File: config.mk
export PLATFORM = sky130hd
export DESIGN_NAME = debug_cmd_exec
export DESIGN_NICKNAME = d
export VERILOG_FILES = /design/src/debug_cmd_pkg.sv /design/src/debug_cmd_exec.sv
export SDC_FILE = /design/constraint.sdc
export NUM_CORES = 1
export LEC_CHECK = 0
export BUFFER_PORTS_ARGS = -buffer_cell sky130_fd_sc_hd__buf_2
export CORE_ASPECT_RATIO = 0.9
export CORE_UTILIZATION = 49
export DETAILED_ROUTE_END_ITERATION = 16
export PLACE_DENSITY_LB_ADDON = 0.12
export REMOVE_ABC_BUFFERS = 1
export SLEW_MARGIN = 20
export SYNTH_ARGS = -nofsm -noshare
export SYNTH_HDL_FRONTEND = slang
export SYNTH_SLANG_ARGS = --single-unit
File: constraint.sdc
create_clock -name core_clk -period 3.02 [get_ports core_clk]
set_input_delay 0.453 -clock core_clk [delete_from_list [all_inputs] [get_ports core_clk]]
set_output_delay 0.453 -clock core_clk [all_outputs]
set_load 0.05 [all_outputs]
File: src/debug_cmd_pkg.sv
// Constants, command codes and types for the single-wire debug command executor.
// Assumes a byte-level serial framer outside this block and a 40 MHz core_clk.
// Operation
// - Handshake-off command disables later acknowledges and is itself never acknowledged.
// - Handshake-on runs inside debug logic, acknowledges, enables later acknowledges.
// - Code 0x04 halts after current instruction if debug enable set, else ignored.
// - Halt in wait mode stays pending, sets no-response, long acknowledge once.
// - Pending halt shows no-response and wait set, halted clear; memory commands allowed.
// - Block read uses a pointer advanced by operand size after every read.
// - Block read with status sends status byte after read, before data.
// - Block read legal only after resync, no-op, single read or block read.
// - Operand size is decoded afresh on every block read and block write.
// - Block write stores at pointer then advances it by operand size.
// - Block write with status sends status after data; acknowledge after write ends. Here ack_pulse stays low for the status variants.
// - Block write legal only after resync, no-op, single write or block write.
// - Resume leaves halted state, acknowledges on exit; illegal when not halted.
// - Resume-until acknowledges only on return to halted state, with no timeout.
// - Without handshake resume-until equals resume; illegal when not halted.
// - Register read returns 32 bits, acknowledge first; illegal when not halted.
// - Longword accesses force the two low address bits to zero.
// - Single read with status sends status byte before the read data.
// - Long low on wire aborts command; device answers with 128-cycle low pulse.
package debug_cmd_pkg;

   // =====
   // Timing
   localparam int SYNC_DETECT_CYCLES = 128;
   localparam int SYNC_DELAY_CYCLES = 16;
   localparam int SYNC_PULSE_CYCLES = 128;
   localparam int SYNC_CNT_W = 8;

   // =====
   // Command codes
   localparam logic [7:0] CMD_NOP = 8'h00;
   localparam logic [7:0] CMD_HALT = 8'h04;
   localparam logic [7:0] CMD_RESUME = 8'h08;
   localparam logic [7:0] CMD_RESUME_UNTIL = 8'h0c;
   localparam logic [7:0] CMD_ACK_ON = 8'hd5;
   localparam logic [7:0] CMD_ACK_OFF = 8'hd6;
   localparam logic [3:0] FAM_WRITE = 4'h1;
   localparam logic [3:0] FAM_READ = 4'h3;
   localparam logic [2:0] FAM_REG = 3'h3;
   localparam int VAR_WS_BIT = 0;
   localparam int VAR_BLOCK_BIT = 1;
   localparam int SZ_LSB = 2;
   localparam logic [1:0] SZ_BYTE = 2'h0;
   localparam logic [1:0] SZ_WORD = 2'h1;
   localparam logic [1:0] SZ_LONG = 2'h2;
   localparam logic [7:0] ERR_BYTE = 8'hee;

   // =====
   // Status low byte layout
   localparam int ST_ILLEGAL = 0;
   localparam int ST_NO_RESPONSE_FLAG = 1;
   localparam int ST_HALTED = 2;
   localparam int ST_WAIT = 3;
   localparam int ST_ENABLE = 4;
   localparam int ST_ACKEN = 5;

   // =====
   // Wishbone register map
   localparam logic [7:0] REG_CTRL = 8'h00;
   localparam logic [7:0] REG_STATUS = 8'h04;
   localparam logic [7:0] REG_POINTER = 8'h08;
   localparam int CTRL_ENABLE = 0;

   typedef enum logic [3:0] {
      ST_IDLE, ST_ADDR, ST_WDATA, ST_MEM, ST_REG, ST_SEND,
      ST_HALT_WAIT, ST_RUN_WAIT, ST_UNTIL_WAIT
   } cmd_state_type;

   typedef enum logic [2:0] {
      SY_WATCH, SY_LONG, SY_DELAY, SY_DRIVE, SY_SPEEDUP
   } sync_state_type;

endpackage

File: src/debug_cmd_exec.sv
// Command executor of the single-wire background debug logic.
// Assumes an outside framer that delivers command bytes, sends reply bytes and
// times acknowledge pulses; memory and CPU answer with one-cycle done strobes.
//
// Local design decisions: the placing of the registers and the Wishbone slave port.
`timescale 1ns/10ps
module debug_cmd_exec (
   // Clock and reset
   input wire logic core_clk,
   input wire logic rst,
   // Wishbone slave
   input wire logic wb_cyc_i,
   input wire logic wb_stb_i,
   input wire logic wb_we_i,
   input wire logic [7:0] wb_adr_i,
   input wire logic [3:0] wb_sel_i,
   input wire logic [31:0] wb_dat_i,
   output logic [31:0] wb_dat_o,
   output logic wb_ack_o,
   // Debug wire pin
   input wire logic debug_wire_pin_i,
   output logic debug_wire_pin_o,
   output logic debug_wire_pin_oe,
   // Byte stream from and to the serial framer
   input wire logic rx_valid,
   input wire logic [7:0] rx_byte,
   output logic tx_valid,
   output logic [7:0] tx_byte,
   input wire logic tx_ready,
   output logic ack_pulse,
   output logic ack_long,
   // Memory access port
   output logic mem_req,
   output logic mem_we,
   output logic [23:0] mem_addr,
   output logic [1:0] mem_size,
   output logic [31:0] mem_wdata,
   input wire logic [31:0] mem_rdata,
   input wire logic mem_done,
   input wire logic mem_timeout,
   // CPU control port
   output logic cpu_halt_req,
   output logic cpu_resume,
   output logic cpu_reg_req,
   output logic [4:0] cpu_register_number,
   input wire logic [31:0] cpu_reg_data,
   input wire logic cpu_reg_done,
   input wire logic cpu_halted,
   input wire logic cpu_in_wait
);
   import debug_cmd_pkg::*;

   // =====
   // Helpers
   function automatic logic [2:0] size_bytes(input logic [1:0] sz);
      unique case (sz)
         SZ_BYTE: size_bytes = 3'd1;
         SZ_WORD: size_bytes = 3'd2;
         default: size_bytes = 3'd4;
      endcase
   endfunction

   // Longword accesses are forced onto a four-byte boundary.
   function automatic logic [23:0] align(input logic [23:0] a, input logic [1:0] sz);
      align = (sz == SZ_LONG) ? {a[23:2], 2'b00} : a;
   endfunction

   // Left-justifies the low n bytes of data, optionally after a status byte.
   function automatic logic [39:0] pack(input logic [31:0] data, input logic [2:0] n,
                                        input logic ws, input logic [7:0] st);
      logic [39:0] body;
      body = {data, 8'h00} << ({3'b000, 3'd4 - n} * 6'd8);
      pack = ws ? {st, body[39:8]} : body;
   endfunction

   // =====
   // State
   cmd_state_type state_q, state_d;
   sync_state_type sstate_q, sstate_d;
   logic [SYNC_CNT_W-1:0] scnt_q, scnt_d;
   logic [7:0] cmd_q, cmd_d;
   logic [23:0] ptr_q, ptr_d;
   logic [2:0] cnt_q, cnt_d;
   logic [39:0] txbuf_q, txbuf_d;
   logic [2:0] txcnt_q, txcnt_d;
   logic skip_q, skip_d;
   logic ack_en_q, ack_en_d;
   logic dbg_en_q, dbg_en_d;
   logic halt_pend_q, halt_pend_d;
   logic ill_q, ill_d;
   logic no_response_flag_q, no_response_flag_d;
   logic rd_chain_q, rd_chain_d;
   logic wr_chain_q, wr_chain_d;
   logic ack_pulse_q, ack_pulse_d;
   logic ack_long_q, ack_long_d;
   logic mem_req_q, mem_req_d;
   logic mem_we_q, mem_we_d;
   logic [23:0] mem_addr_q, mem_addr_d;
   logic [1:0] mem_size_q, mem_size_d;
   logic [31:0] mem_wdata_q, mem_wdata_d;
   logic cpu_resume_q, cpu_resume_d;
   logic cpu_reg_req_q, cpu_reg_req_d;
   logic [4:0] reg_num_q, reg_num_d;
   logic wb_ack_q, wb_ack_d;
   logic [31:0] wb_dat_q, wb_dat_d;
   logic sync_abort;
   logic [7:0] status_now;
   logic [1:0] sz_rx;
   logic [1:0] sz_cmd;
   logic ws_cmd;

   assign sz_rx = rx_byte[SZ_LSB +: 2];
   assign sz_cmd = cmd_q[SZ_LSB +: 2];
   assign ws_cmd = cmd_q[VAR_WS_BIT];

   // Status byte reflects flags as they stand after the current access.
   always_comb begin
      status_now = 8'h00;
      status_now[ST_ILLEGAL] = ill_d;
      status_now[ST_NO_RESPONSE_FLAG] = no_response_flag_d;
      status_now[ST_HALTED] = cpu_halted;
      status_now[ST_WAIT] = cpu_in_wait;
      status_now[ST_ENABLE] = dbg_en_q;
      status_now[ST_ACKEN] = ack_en_q;
   end

   // =====
   // Resync detection and response pulse
   always_comb begin
      sstate_d = sstate_q;
      scnt_d = scnt_q;
      sync_abort = 1'b0;
      unique case (sstate_q)
         SY_WATCH: begin
            scnt_d = '0;
            if (!debug_wire_pin_i) begin
               scnt_d = scnt_q + 1'b1;
               if (scnt_q == SYNC_CNT_W'(SYNC_DETECT_CYCLES - 1)) begin
                  sstate_d = SY_LONG;
               end
            end
         end
         SY_LONG: begin
            scnt_d = '0;
            if (debug_wire_pin_i) begin
               sync_abort = 1'b1;
               sstate_d = SY_DELAY;
            end
         end
         SY_DELAY: begin
            scnt_d = scnt_q + 1'b1;
            if (scnt_q == SYNC_CNT_W'(SYNC_DELAY_CYCLES - 1)) begin
               scnt_d = '0;
               sstate_d = SY_DRIVE;
            end
         end
         SY_DRIVE: begin
            scnt_d = scnt_q + 1'b1;
            if (scnt_q == SYNC_CNT_W'(SYNC_PULSE_CYCLES - 1)) begin
               scnt_d = '0;
               sstate_d = SY_SPEEDUP;
            end
         end
         SY_SPEEDUP: sstate_d = SY_WATCH;
      endcase
   end

   assign debug_wire_pin_oe = (sstate_q == SY_DRIVE) || (sstate_q == SY_SPEEDUP);
   assign debug_wire_pin_o = (sstate_q == SY_SPEEDUP);

   // =====
   // Command execution
   always_comb begin
      state_d = state_q;
      cmd_d = cmd_q;
      ptr_d = ptr_q;
      cnt_d = cnt_q;
      txbuf_d = txbuf_q;
      txcnt_d = txcnt_q;
      skip_d = skip_q;
      ack_en_d = ack_en_q;
      dbg_en_d = dbg_en_q;
      halt_pend_d = halt_pend_q && !cpu_halted;
      ill_d = ill_q;
      no_response_flag_d = no_response_flag_q;
      rd_chain_d = rd_chain_q;
      wr_chain_d = wr_chain_q;
      ack_pulse_d = 1'b0;
      ack_long_d = 1'b0;
      mem_req_d = 1'b0;
      mem_we_d = mem_we_q;
      mem_addr_d = mem_addr_q;
      mem_size_d = mem_size_q;
      mem_wdata_d = mem_wdata_q;
      cpu_resume_d = 1'b0;
      cpu_reg_req_d = 1'b0;
      reg_num_d = reg_num_q;
      wb_ack_d = wb_cyc_i && wb_stb_i && !wb_ack_q;
      wb_dat_d = 32'h0000_0000;

      // Software access: enable bit is read-write, flags clear on a written one.
      if (wb_ack_d) begin
         unique case (wb_adr_i)
            REG_CTRL: wb_dat_d[CTRL_ENABLE] = dbg_en_q;
            REG_STATUS: wb_dat_d[7:0] = status_now;
            REG_POINTER: wb_dat_d[23:0] = ptr_q;
            default: wb_dat_d = 32'h0000_0000;
         endcase
         if (wb_we_i && wb_sel_i[0]) begin
            if (wb_adr_i == REG_CTRL) begin
               dbg_en_d = wb_dat_i[CTRL_ENABLE];
            end
            if (wb_adr_i == REG_STATUS) begin
               if (wb_dat_i[ST_ILLEGAL]) ill_d = 1'b0;
               if (wb_dat_i[ST_NO_RESPONSE_FLAG]) no_response_flag_d = 1'b0;
            end
         end
      end

      unique case (state_q)
         ST_IDLE: begin
            if (rx_valid) begin
               cmd_d = rx_byte;
               cnt_d = '0;
               skip_d = 1'b0;
               rd_chain_d = 1'b0;
               wr_chain_d = 1'b0;
               if (rx_byte == CMD_NOP) begin
                  rd_chain_d = rd_chain_q;
                  wr_chain_d = wr_chain_q;
               end else if (rx_byte == CMD_ACK_ON) begin
                  ack_en_d = 1'b1;
                  ack_pulse_d = 1'b1;
               end else if (rx_byte == CMD_ACK_OFF) begin
                  ack_en_d = 1'b0;
               end else if (rx_byte == CMD_HALT) begin
                  if (dbg_en_q) begin
                     halt_pend_d = 1'b1;
                     state_d = ST_HALT_WAIT;
                  end
               end else if (rx_byte == CMD_RESUME || rx_byte == CMD_RESUME_UNTIL) begin
                  if (!cpu_halted) begin
                     ill_d = 1'b1;
                  end else begin
                     cpu_resume_d = 1'b1;
                     state_d = ST_RUN_WAIT;
                  end
               end else if (rx_byte[7:5] == FAM_REG) begin
                  reg_num_d = rx_byte[4:0];
                  if (!cpu_halted) begin
                     ill_d = 1'b1;
                     txbuf_d = pack({4{ERR_BYTE}}, 3'd4, 1'b0, 8'h00);
                     txcnt_d = 3'd4;
                     state_d = ST_SEND;
                  end else begin
                     cpu_reg_req_d = 1'b1;
                     state_d = ST_REG;
                  end
               end else if (rx_byte[7:4] == FAM_READ) begin
                  if (!rx_byte[VAR_BLOCK_BIT]) begin
                     rd_chain_d = 1'b1;
                     state_d = ST_ADDR;
                  end else if (rd_chain_q) begin
                     rd_chain_d = 1'b1;
                     mem_we_d = 1'b0;
                     mem_size_d = sz_rx;
                     mem_addr_d = align(ptr_q, sz_rx);
                     mem_req_d = 1'b1;
                     state_d = ST_MEM;
                  end else begin
                     ill_d = 1'b1;
                     txbuf_d = pack({4{ERR_BYTE}}, size_bytes(sz_rx), rx_byte[VAR_WS_BIT], status_now);
                     txcnt_d = size_bytes(sz_rx) + {2'b00, rx_byte[VAR_WS_BIT]};
                     state_d = ST_SEND;
                  end
               end else if (rx_byte[7:4] == FAM_WRITE) begin
                  if (!rx_byte[VAR_BLOCK_BIT]) begin
                     wr_chain_d = 1'b1;
                     state_d = ST_ADDR;
                  end else begin
                     wr_chain_d = wr_chain_q;
                     skip_d = !wr_chain_q;
                     if (!wr_chain_q) ill_d = 1'b1;
                     mem_size_d = sz_rx;
                     mem_addr_d = align(ptr_q, sz_rx);
                     mem_wdata_d = '0;
                     state_d = ST_WDATA;
                  end
               end
            end
         end
         ST_ADDR: begin
            if (rx_valid) begin
               mem_addr_d = {mem_addr_q[15:0], rx_byte};
               cnt_d = cnt_q + 1'b1;
               if (cnt_q == 3'd2) begin
                  cnt_d = '0;
                  mem_size_d = sz_cmd;
                  mem_addr_d = align({mem_addr_q[15:0], rx_byte}, sz_cmd);
                  mem_wdata_d = '0;
                  if (cmd_q[7:4] == FAM_WRITE) begin
                     state_d = ST_WDATA;
                  end else begin
                     mem_we_d = 1'b0;
                     mem_req_d = 1'b1;
                     state_d = ST_MEM;
                  end
               end
            end
         end
         ST_WDATA: begin
            if (rx_valid) begin
               mem_wdata_d = {mem_wdata_q[23:0], rx_byte};
               cnt_d = cnt_q + 1'b1;
               if (cnt_q == size_bytes(mem_size_q) - 3'd1) begin
                  if (skip_q) begin
                     txbuf_d = pack(32'h0000_0000, 3'd0, 1'b1, status_now);
                     txcnt_d = {2'b00, ws_cmd};
                     state_d = ws_cmd ? ST_SEND : ST_IDLE;
                  end else begin
                     mem_we_d = 1'b1;
                     mem_req_d = 1'b1;
                     state_d = ST_MEM;
                  end
               end
            end
         end
         ST_MEM: begin
            if (mem_done) begin
               if (mem_timeout) begin
                  no_response_flag_d = 1'b1;
               end
               ptr_d = mem_addr_q + {21'h000000, size_bytes(mem_size_q)};
               if (mem_we_q) begin
                  ack_pulse_d = ack_en_q && !ws_cmd;
                  txbuf_d = pack(32'h0000_0000, 3'd0, 1'b1, status_now);
                  txcnt_d = {2'b00, ws_cmd};
                  state_d = ws_cmd ? ST_SEND : ST_IDLE;
               end else begin
                  ack_pulse_d = ack_en_q && !ws_cmd;
                  txbuf_d = pack(mem_timeout ? {4{ERR_BYTE}} : mem_rdata, size_bytes(mem_size_q),
                                 ws_cmd, status_now);
                  txcnt_d = size_bytes(mem_size_q) + {2'b00, ws_cmd};
                  state_d = ST_SEND;
               end
            end
         end
         ST_REG: begin
            if (cpu_reg_done) begin
               ack_pulse_d = ack_en_q;
               txbuf_d = pack(cpu_reg_data, 3'd4, 1'b0, 8'h00);
               txcnt_d = 3'd4;
               state_d = ST_SEND;
            end
         end
         ST_SEND: begin
            if (tx_ready) begin
               txbuf_d = {txbuf_q[31:0], 8'h00};
               txcnt_d = txcnt_q - 1'b1;
               if (txcnt_q == 3'd1) begin
                  state_d = ST_IDLE;
               end
            end
         end
         ST_HALT_WAIT: begin
            if (cpu_halted) begin
               ack_pulse_d = ack_en_q;
               state_d = ST_IDLE;
            end else if (cpu_in_wait) begin
               no_response_flag_d = 1'b1;
               ack_long_d = ack_en_q;
               state_d = ST_IDLE;
            end
         end
         ST_RUN_WAIT: begin
            if (!cpu_halted) begin
               if (cmd_q == CMD_RESUME_UNTIL && ack_en_q) begin
                  state_d = ST_UNTIL_WAIT;
               end else begin
                  ack_pulse_d = ack_en_q;
                  state_d = ST_IDLE;
               end
            end
         end
         ST_UNTIL_WAIT: begin
            if (cpu_halted) begin
               ack_pulse_d = 1'b1;
               state_d = ST_IDLE;
            end
         end
      endcase

      // A resync drops any partial command and reopens both block chains.
      if (sync_abort) begin
         state_d = ST_IDLE;
         rd_chain_d = 1'b1;
         wr_chain_d = 1'b1;
         mem_req_d = 1'b0;
         cpu_reg_req_d = 1'b0;
         ack_pulse_d = 1'b0;
         ack_long_d = 1'b0;
         txcnt_d = '0;
      end
   end

   always_ff @(posedge core_clk) begin
      if (rst) begin
         state_q <= ST_IDLE;
         sstate_q <= SY_WATCH;
         mem_size_q <= SZ_BYTE;
         {rd_chain_q, wr_chain_q} <= 2'h3;
         {scnt_q, cmd_q, ptr_q, cnt_q, txbuf_q, txcnt_q, skip_q, ack_en_q, dbg_en_q, halt_pend_q, ill_q} <= '0;
         {no_response_flag_q, ack_pulse_q, ack_long_q, mem_req_q, mem_we_q, mem_addr_q, mem_wdata_q, cpu_resume_q} <= '0;
         {cpu_reg_req_q, reg_num_q, wb_ack_q, wb_dat_q} <= '0;
      end else begin
         state_q <= state_d;
         sstate_q <= sstate_d;
         mem_size_q <= mem_size_d;
         {rd_chain_q, wr_chain_q} <= {rd_chain_d, wr_chain_d};
         {scnt_q, cmd_q, ptr_q, cnt_q, txbuf_q, txcnt_q, skip_q, ack_en_q, dbg_en_q, halt_pend_q, ill_q} <=
            {scnt_d, cmd_d, ptr_d, cnt_d, txbuf_d, txcnt_d, skip_d, ack_en_d, dbg_en_d, halt_pend_d, ill_d};
         {no_response_flag_q, ack_pulse_q, ack_long_q, mem_req_q, mem_we_q, mem_addr_q, mem_wdata_q, cpu_resume_q} <=
            {no_response_flag_d, ack_pulse_d, ack_long_d, mem_req_d, mem_we_d, mem_addr_d, mem_wdata_d, cpu_resume_d};
         {cpu_reg_req_q, reg_num_q, wb_ack_q, wb_dat_q} <= {cpu_reg_req_d, reg_num_d, wb_ack_d, wb_dat_d};
      end
   end

   // =====
   // Outputs
   assign wb_ack_o = wb_ack_q;
   assign wb_dat_o = wb_dat_q;
   assign tx_valid = (state_q == ST_SEND);
   assign tx_byte = txbuf_q[39:32];
   assign ack_pulse = ack_pulse_q;
   assign ack_long = ack_long_q;
   assign mem_req = mem_req_q;
   assign mem_we = mem_we_q;
   assign mem_addr = mem_addr_q;
   assign mem_size = mem_size_q;
   assign mem_wdata = mem_wdata_q;
   assign cpu_halt_req = halt_pend_q;
   assign cpu_resume = cpu_resume_q;
   assign cpu_reg_req = cpu_reg_req_q;
   assign cpu_register_number = reg_num_q;

endmodule

==> impl_metrics.tcl <==
set metrics [dict create \
    via_count 10660 \
    die_y_um 140.5 \
    dp.cells 1757 \
    cts.sink_count 195 \
    p_per_area_nw_per_um2 730.7 \
    slew_violations 0 \
    final_cells 1790 \
    path_class "reg -> reg" \
    place_area_um2 11680 \
    drive_gt1_share_pct 20.63 \
    fp.dieW_um 155.9 \
    postRouteAntennaNets 0 \
    cp-end-kind "flop" \
    p_switching_mw 3.652 \
    dieArea_um2 21890 \
    grt_max_degree 63 \
    worstPathArrival_ns 3.14 \
    crit_required_ns 3.36 \
    cts_buffer_depth 2 \
    clock_latency_ns 0.44 \
    ys_warn_count 0 \
    synth_enable_flop_cells 0 \
    intPower_mw 5.337 \
    cap_violations 0 \
    grt_overflow 0 \
    path_clk_slew_ns 0.08 \
    clockPowerShare_pct 26.3 \
    combinationalPowerShare_pct 37.4 \
    first_pass_iters 6 \
    dp_slack_ns 0.2596 \
    ys_ff_latch 195 \
    fp-row-count 50 \
    postCtsHoldBufs 0 \
    totalWireLength_um 32020 \
    slew_headroom_pct 48.23 \
    antenna_found_initial 0 \
    start_util_pct 50.11 \
    fmax_mhz 356.1 \
    globalplace.congestion 0.9430 \
    status "finished, final reports clean" \
    seqPwrFrac_pct 36.3 \
    syn_avg_cell_area_um2 7.791 \
    synth_area_um2 10440 \
    viasPerCell 5.956 \
    cts.repair.resized 0 \
    ys_types 82 \
    start_kind "flop" \
    grt_pass1_vias 9662 \
    drt_iter0_drc 1078 \
    hold_violations 0 \
    tightest_slew_ns 0.7713 \
    grt_use_total_pct 29.28 \
    grt_pass1_wl_um 51010 \
    num-fill-cells 2031 \
    critPathMaxFanout 9 \
    ys_seq_area_share_pct 37.39 \
    setup_slack_ns 0.2114 \
    drt-wirelength-per-cell_um 17.89 \
    area_delta_synth_final_pct 17.84 \
    power.total_mw 8.990 \
    finClkSkew_ns 0.01440 \
    ios 243 \
    ctsHtreeMaxLevel 4 \
    portBuffers 201 \
    hpwlAfterDp_um 22350 \
    async_reset_ff_share_pct 0 \
    switching_share_pct 40.63 \
    core_area_um2 20830 \
    leakagePower_nw 4.783 \
    cts-buffers-inserted 17 \
    grt_setup_unrepaired "false" \
    cts_tree "yes" \
    period_needed_ns 2.809 \
    synth_ff_type "dfxtp_1" \
    min_path_type "in -> reg" \
    ir_drop_mv 0.4755 \
    layout.nets 1632 \
    design_area_um2 12300 \
    finalCritPeriodShare_pct 93.00 \
    setup_viol 0 \
    post_cts_buffers 0 \
    netlist_instances 1340 \
    cts_root_buf "clkbuf_16" \
    drc 0 \
]
[layout by cell type, fill, tap and decap left out, drive strengths merged, types with 6 or more instances in the layout]
cell type and count:
a211oi 37, a21oi 123, a221o 6, a221oi 21, a311oi 24, a31oi 6, and2 23, and3 12
buf 250, clkbuf 18, clkinv 7, conb 8, dfxtp 195, ha 12, inv 28, mux2i 31
nand2 178, nand2b 14, nand3 73, nand4 14, nor2 148, nor3 32, nor3b 6, nor4 14
o211ai 13, o21ai 57, o22a 7, o22ai 7, xnor2 17, xor2 17
[registers in the layout, summed over array words and instances, names as in the netlist, 4 cells and up]
signal	flops
wb_dat_o	24
cpu_register_number	5
txbuf_q	40
scnt_q	8
cmd_q	8
mem_addr	24
ptr_q	24
mem_wdata	32
state_q	4
[critical path, stage by stage (launching register included)]
cell and delay (ns):
dfxtp_1 0.32, or2_2 0.33, ha_1 0.33, xor2_1 0.16, o211a_1 0.23, o22ai_1 0.15, or4_4 0.65, or3_4 0.42
o32ai_1 0.12
[final cells by class]
class                           instances  area (um^2)  share of cell area (%)
Clock inverter                         14        190.2                   1.546
Sequential cell                       195         3904                   31.73
Multi-Input combinational cell       1002         5916                   48.08
Timing Repair Buffer                  250         1414                   11.49
Inverter                               24        90.09                  0.7322
Tap cell                              286        357.8                   2.909
Clock buffer                           18        429.2                   3.488
Antenna cell                            1        2.502                 0.02034
[power groups by stage]
| stage | clock [mW] | sequential [mW] | combinational, mW |
|---|---|---|---|
| after floorplan | 0 | 3.68 | 1.80 |
| after global placement | 0 | 3.30 | 3.29 |
| after detailed placement | 0 | 3.31 | 3.32 |
| after CTS | 2.41 | 3.25 | 3.33 |
| after global routing | 2.51 | 3.30 | 3.66 |
| final | 2.36 | 3.26 | 3.36 |
[routing by layer]
layer,vias to the layer above,wire (um),GRT usage [%]
met5,-,0,0
met1,5048,14540,40.70
met3,59,2338,5.384
met2,444,14400,45.63
li1,5110,-,-
met4,0,730,9.391
[stage by stage]
stage	util (%)	hold WS (ns)	setup TNS (ns)
finish	59.06	0.2815	0
global route	59.05	0.2914	0
CTS	59.05	0.2686	0
detailed placement	56.07	0.4430	0
global placement	56.07	0.4369	0
floorplan	-	0.4254	-172.04
[logic make-up after synthesis]
group | after synthesis | synth area share [%]
buffers and inverters | 150 | 6.496
muxes | 38 | 3.943
DFF | 195 | 37.39
adders and majority gates | 13 | 1.630
xor gates and xnor gates | 35 | 3.068
other | 1 | 0.03592
AOI/OAI and AO/OA | 357 | 22.58
and+or+nand+nor | 551 | 24.86
[synthesized netlist by cell type (6+ instances only)]
library cell	count	area, um^2
a311oi_1	24	210.2
buf_4	18	135.1
a21oi_1	123	615.6
nand2b_1	14	87.58
ha_1	12	150.1
a31oi_1	6	37.54
o22a_1	7	61.31
nor2_1	148	555.5
and2_1	20	125.1
o21ai_0	56	280.3
buf_1	8	30.03
nand3_1	73	365.4
inv_1	21	78.83
buf_2	26	130.1
nor4_1	13	81.33
nand4_1	14	87.58
o22ai_1	7	43.79
xnor2_1	17	148.9
a221oi_1	21	183.9
a221o_1	6	60.06
and3_1	11	68.82
xor2_1	17	148.9
o211ai_1	13	97.59
nor3_1	31	155.2
mux2i_1	31	310.3
nand2_1	178	668.1
nor3b_1	6	45.04
dfxtp_1	195	3904
a211oi_1	37	277.8
clkbuf_1	72	270.3
[path summary, 6_finish.rpt]
check                 from            end  slack [ns]  cells after the start
min reg2reg  mem_wdata[30]  mem_wdata[30]        0.45                      2
min            wb_dat_i[0]       dbg_en_q        0.28                      3
max            mem_size[1]    txbuf_q[30]        0.21                      8
max reg2reg    mem_size[1]    txbuf_q[30]        0.21                      8
Power figures use the tool's default switching activity.
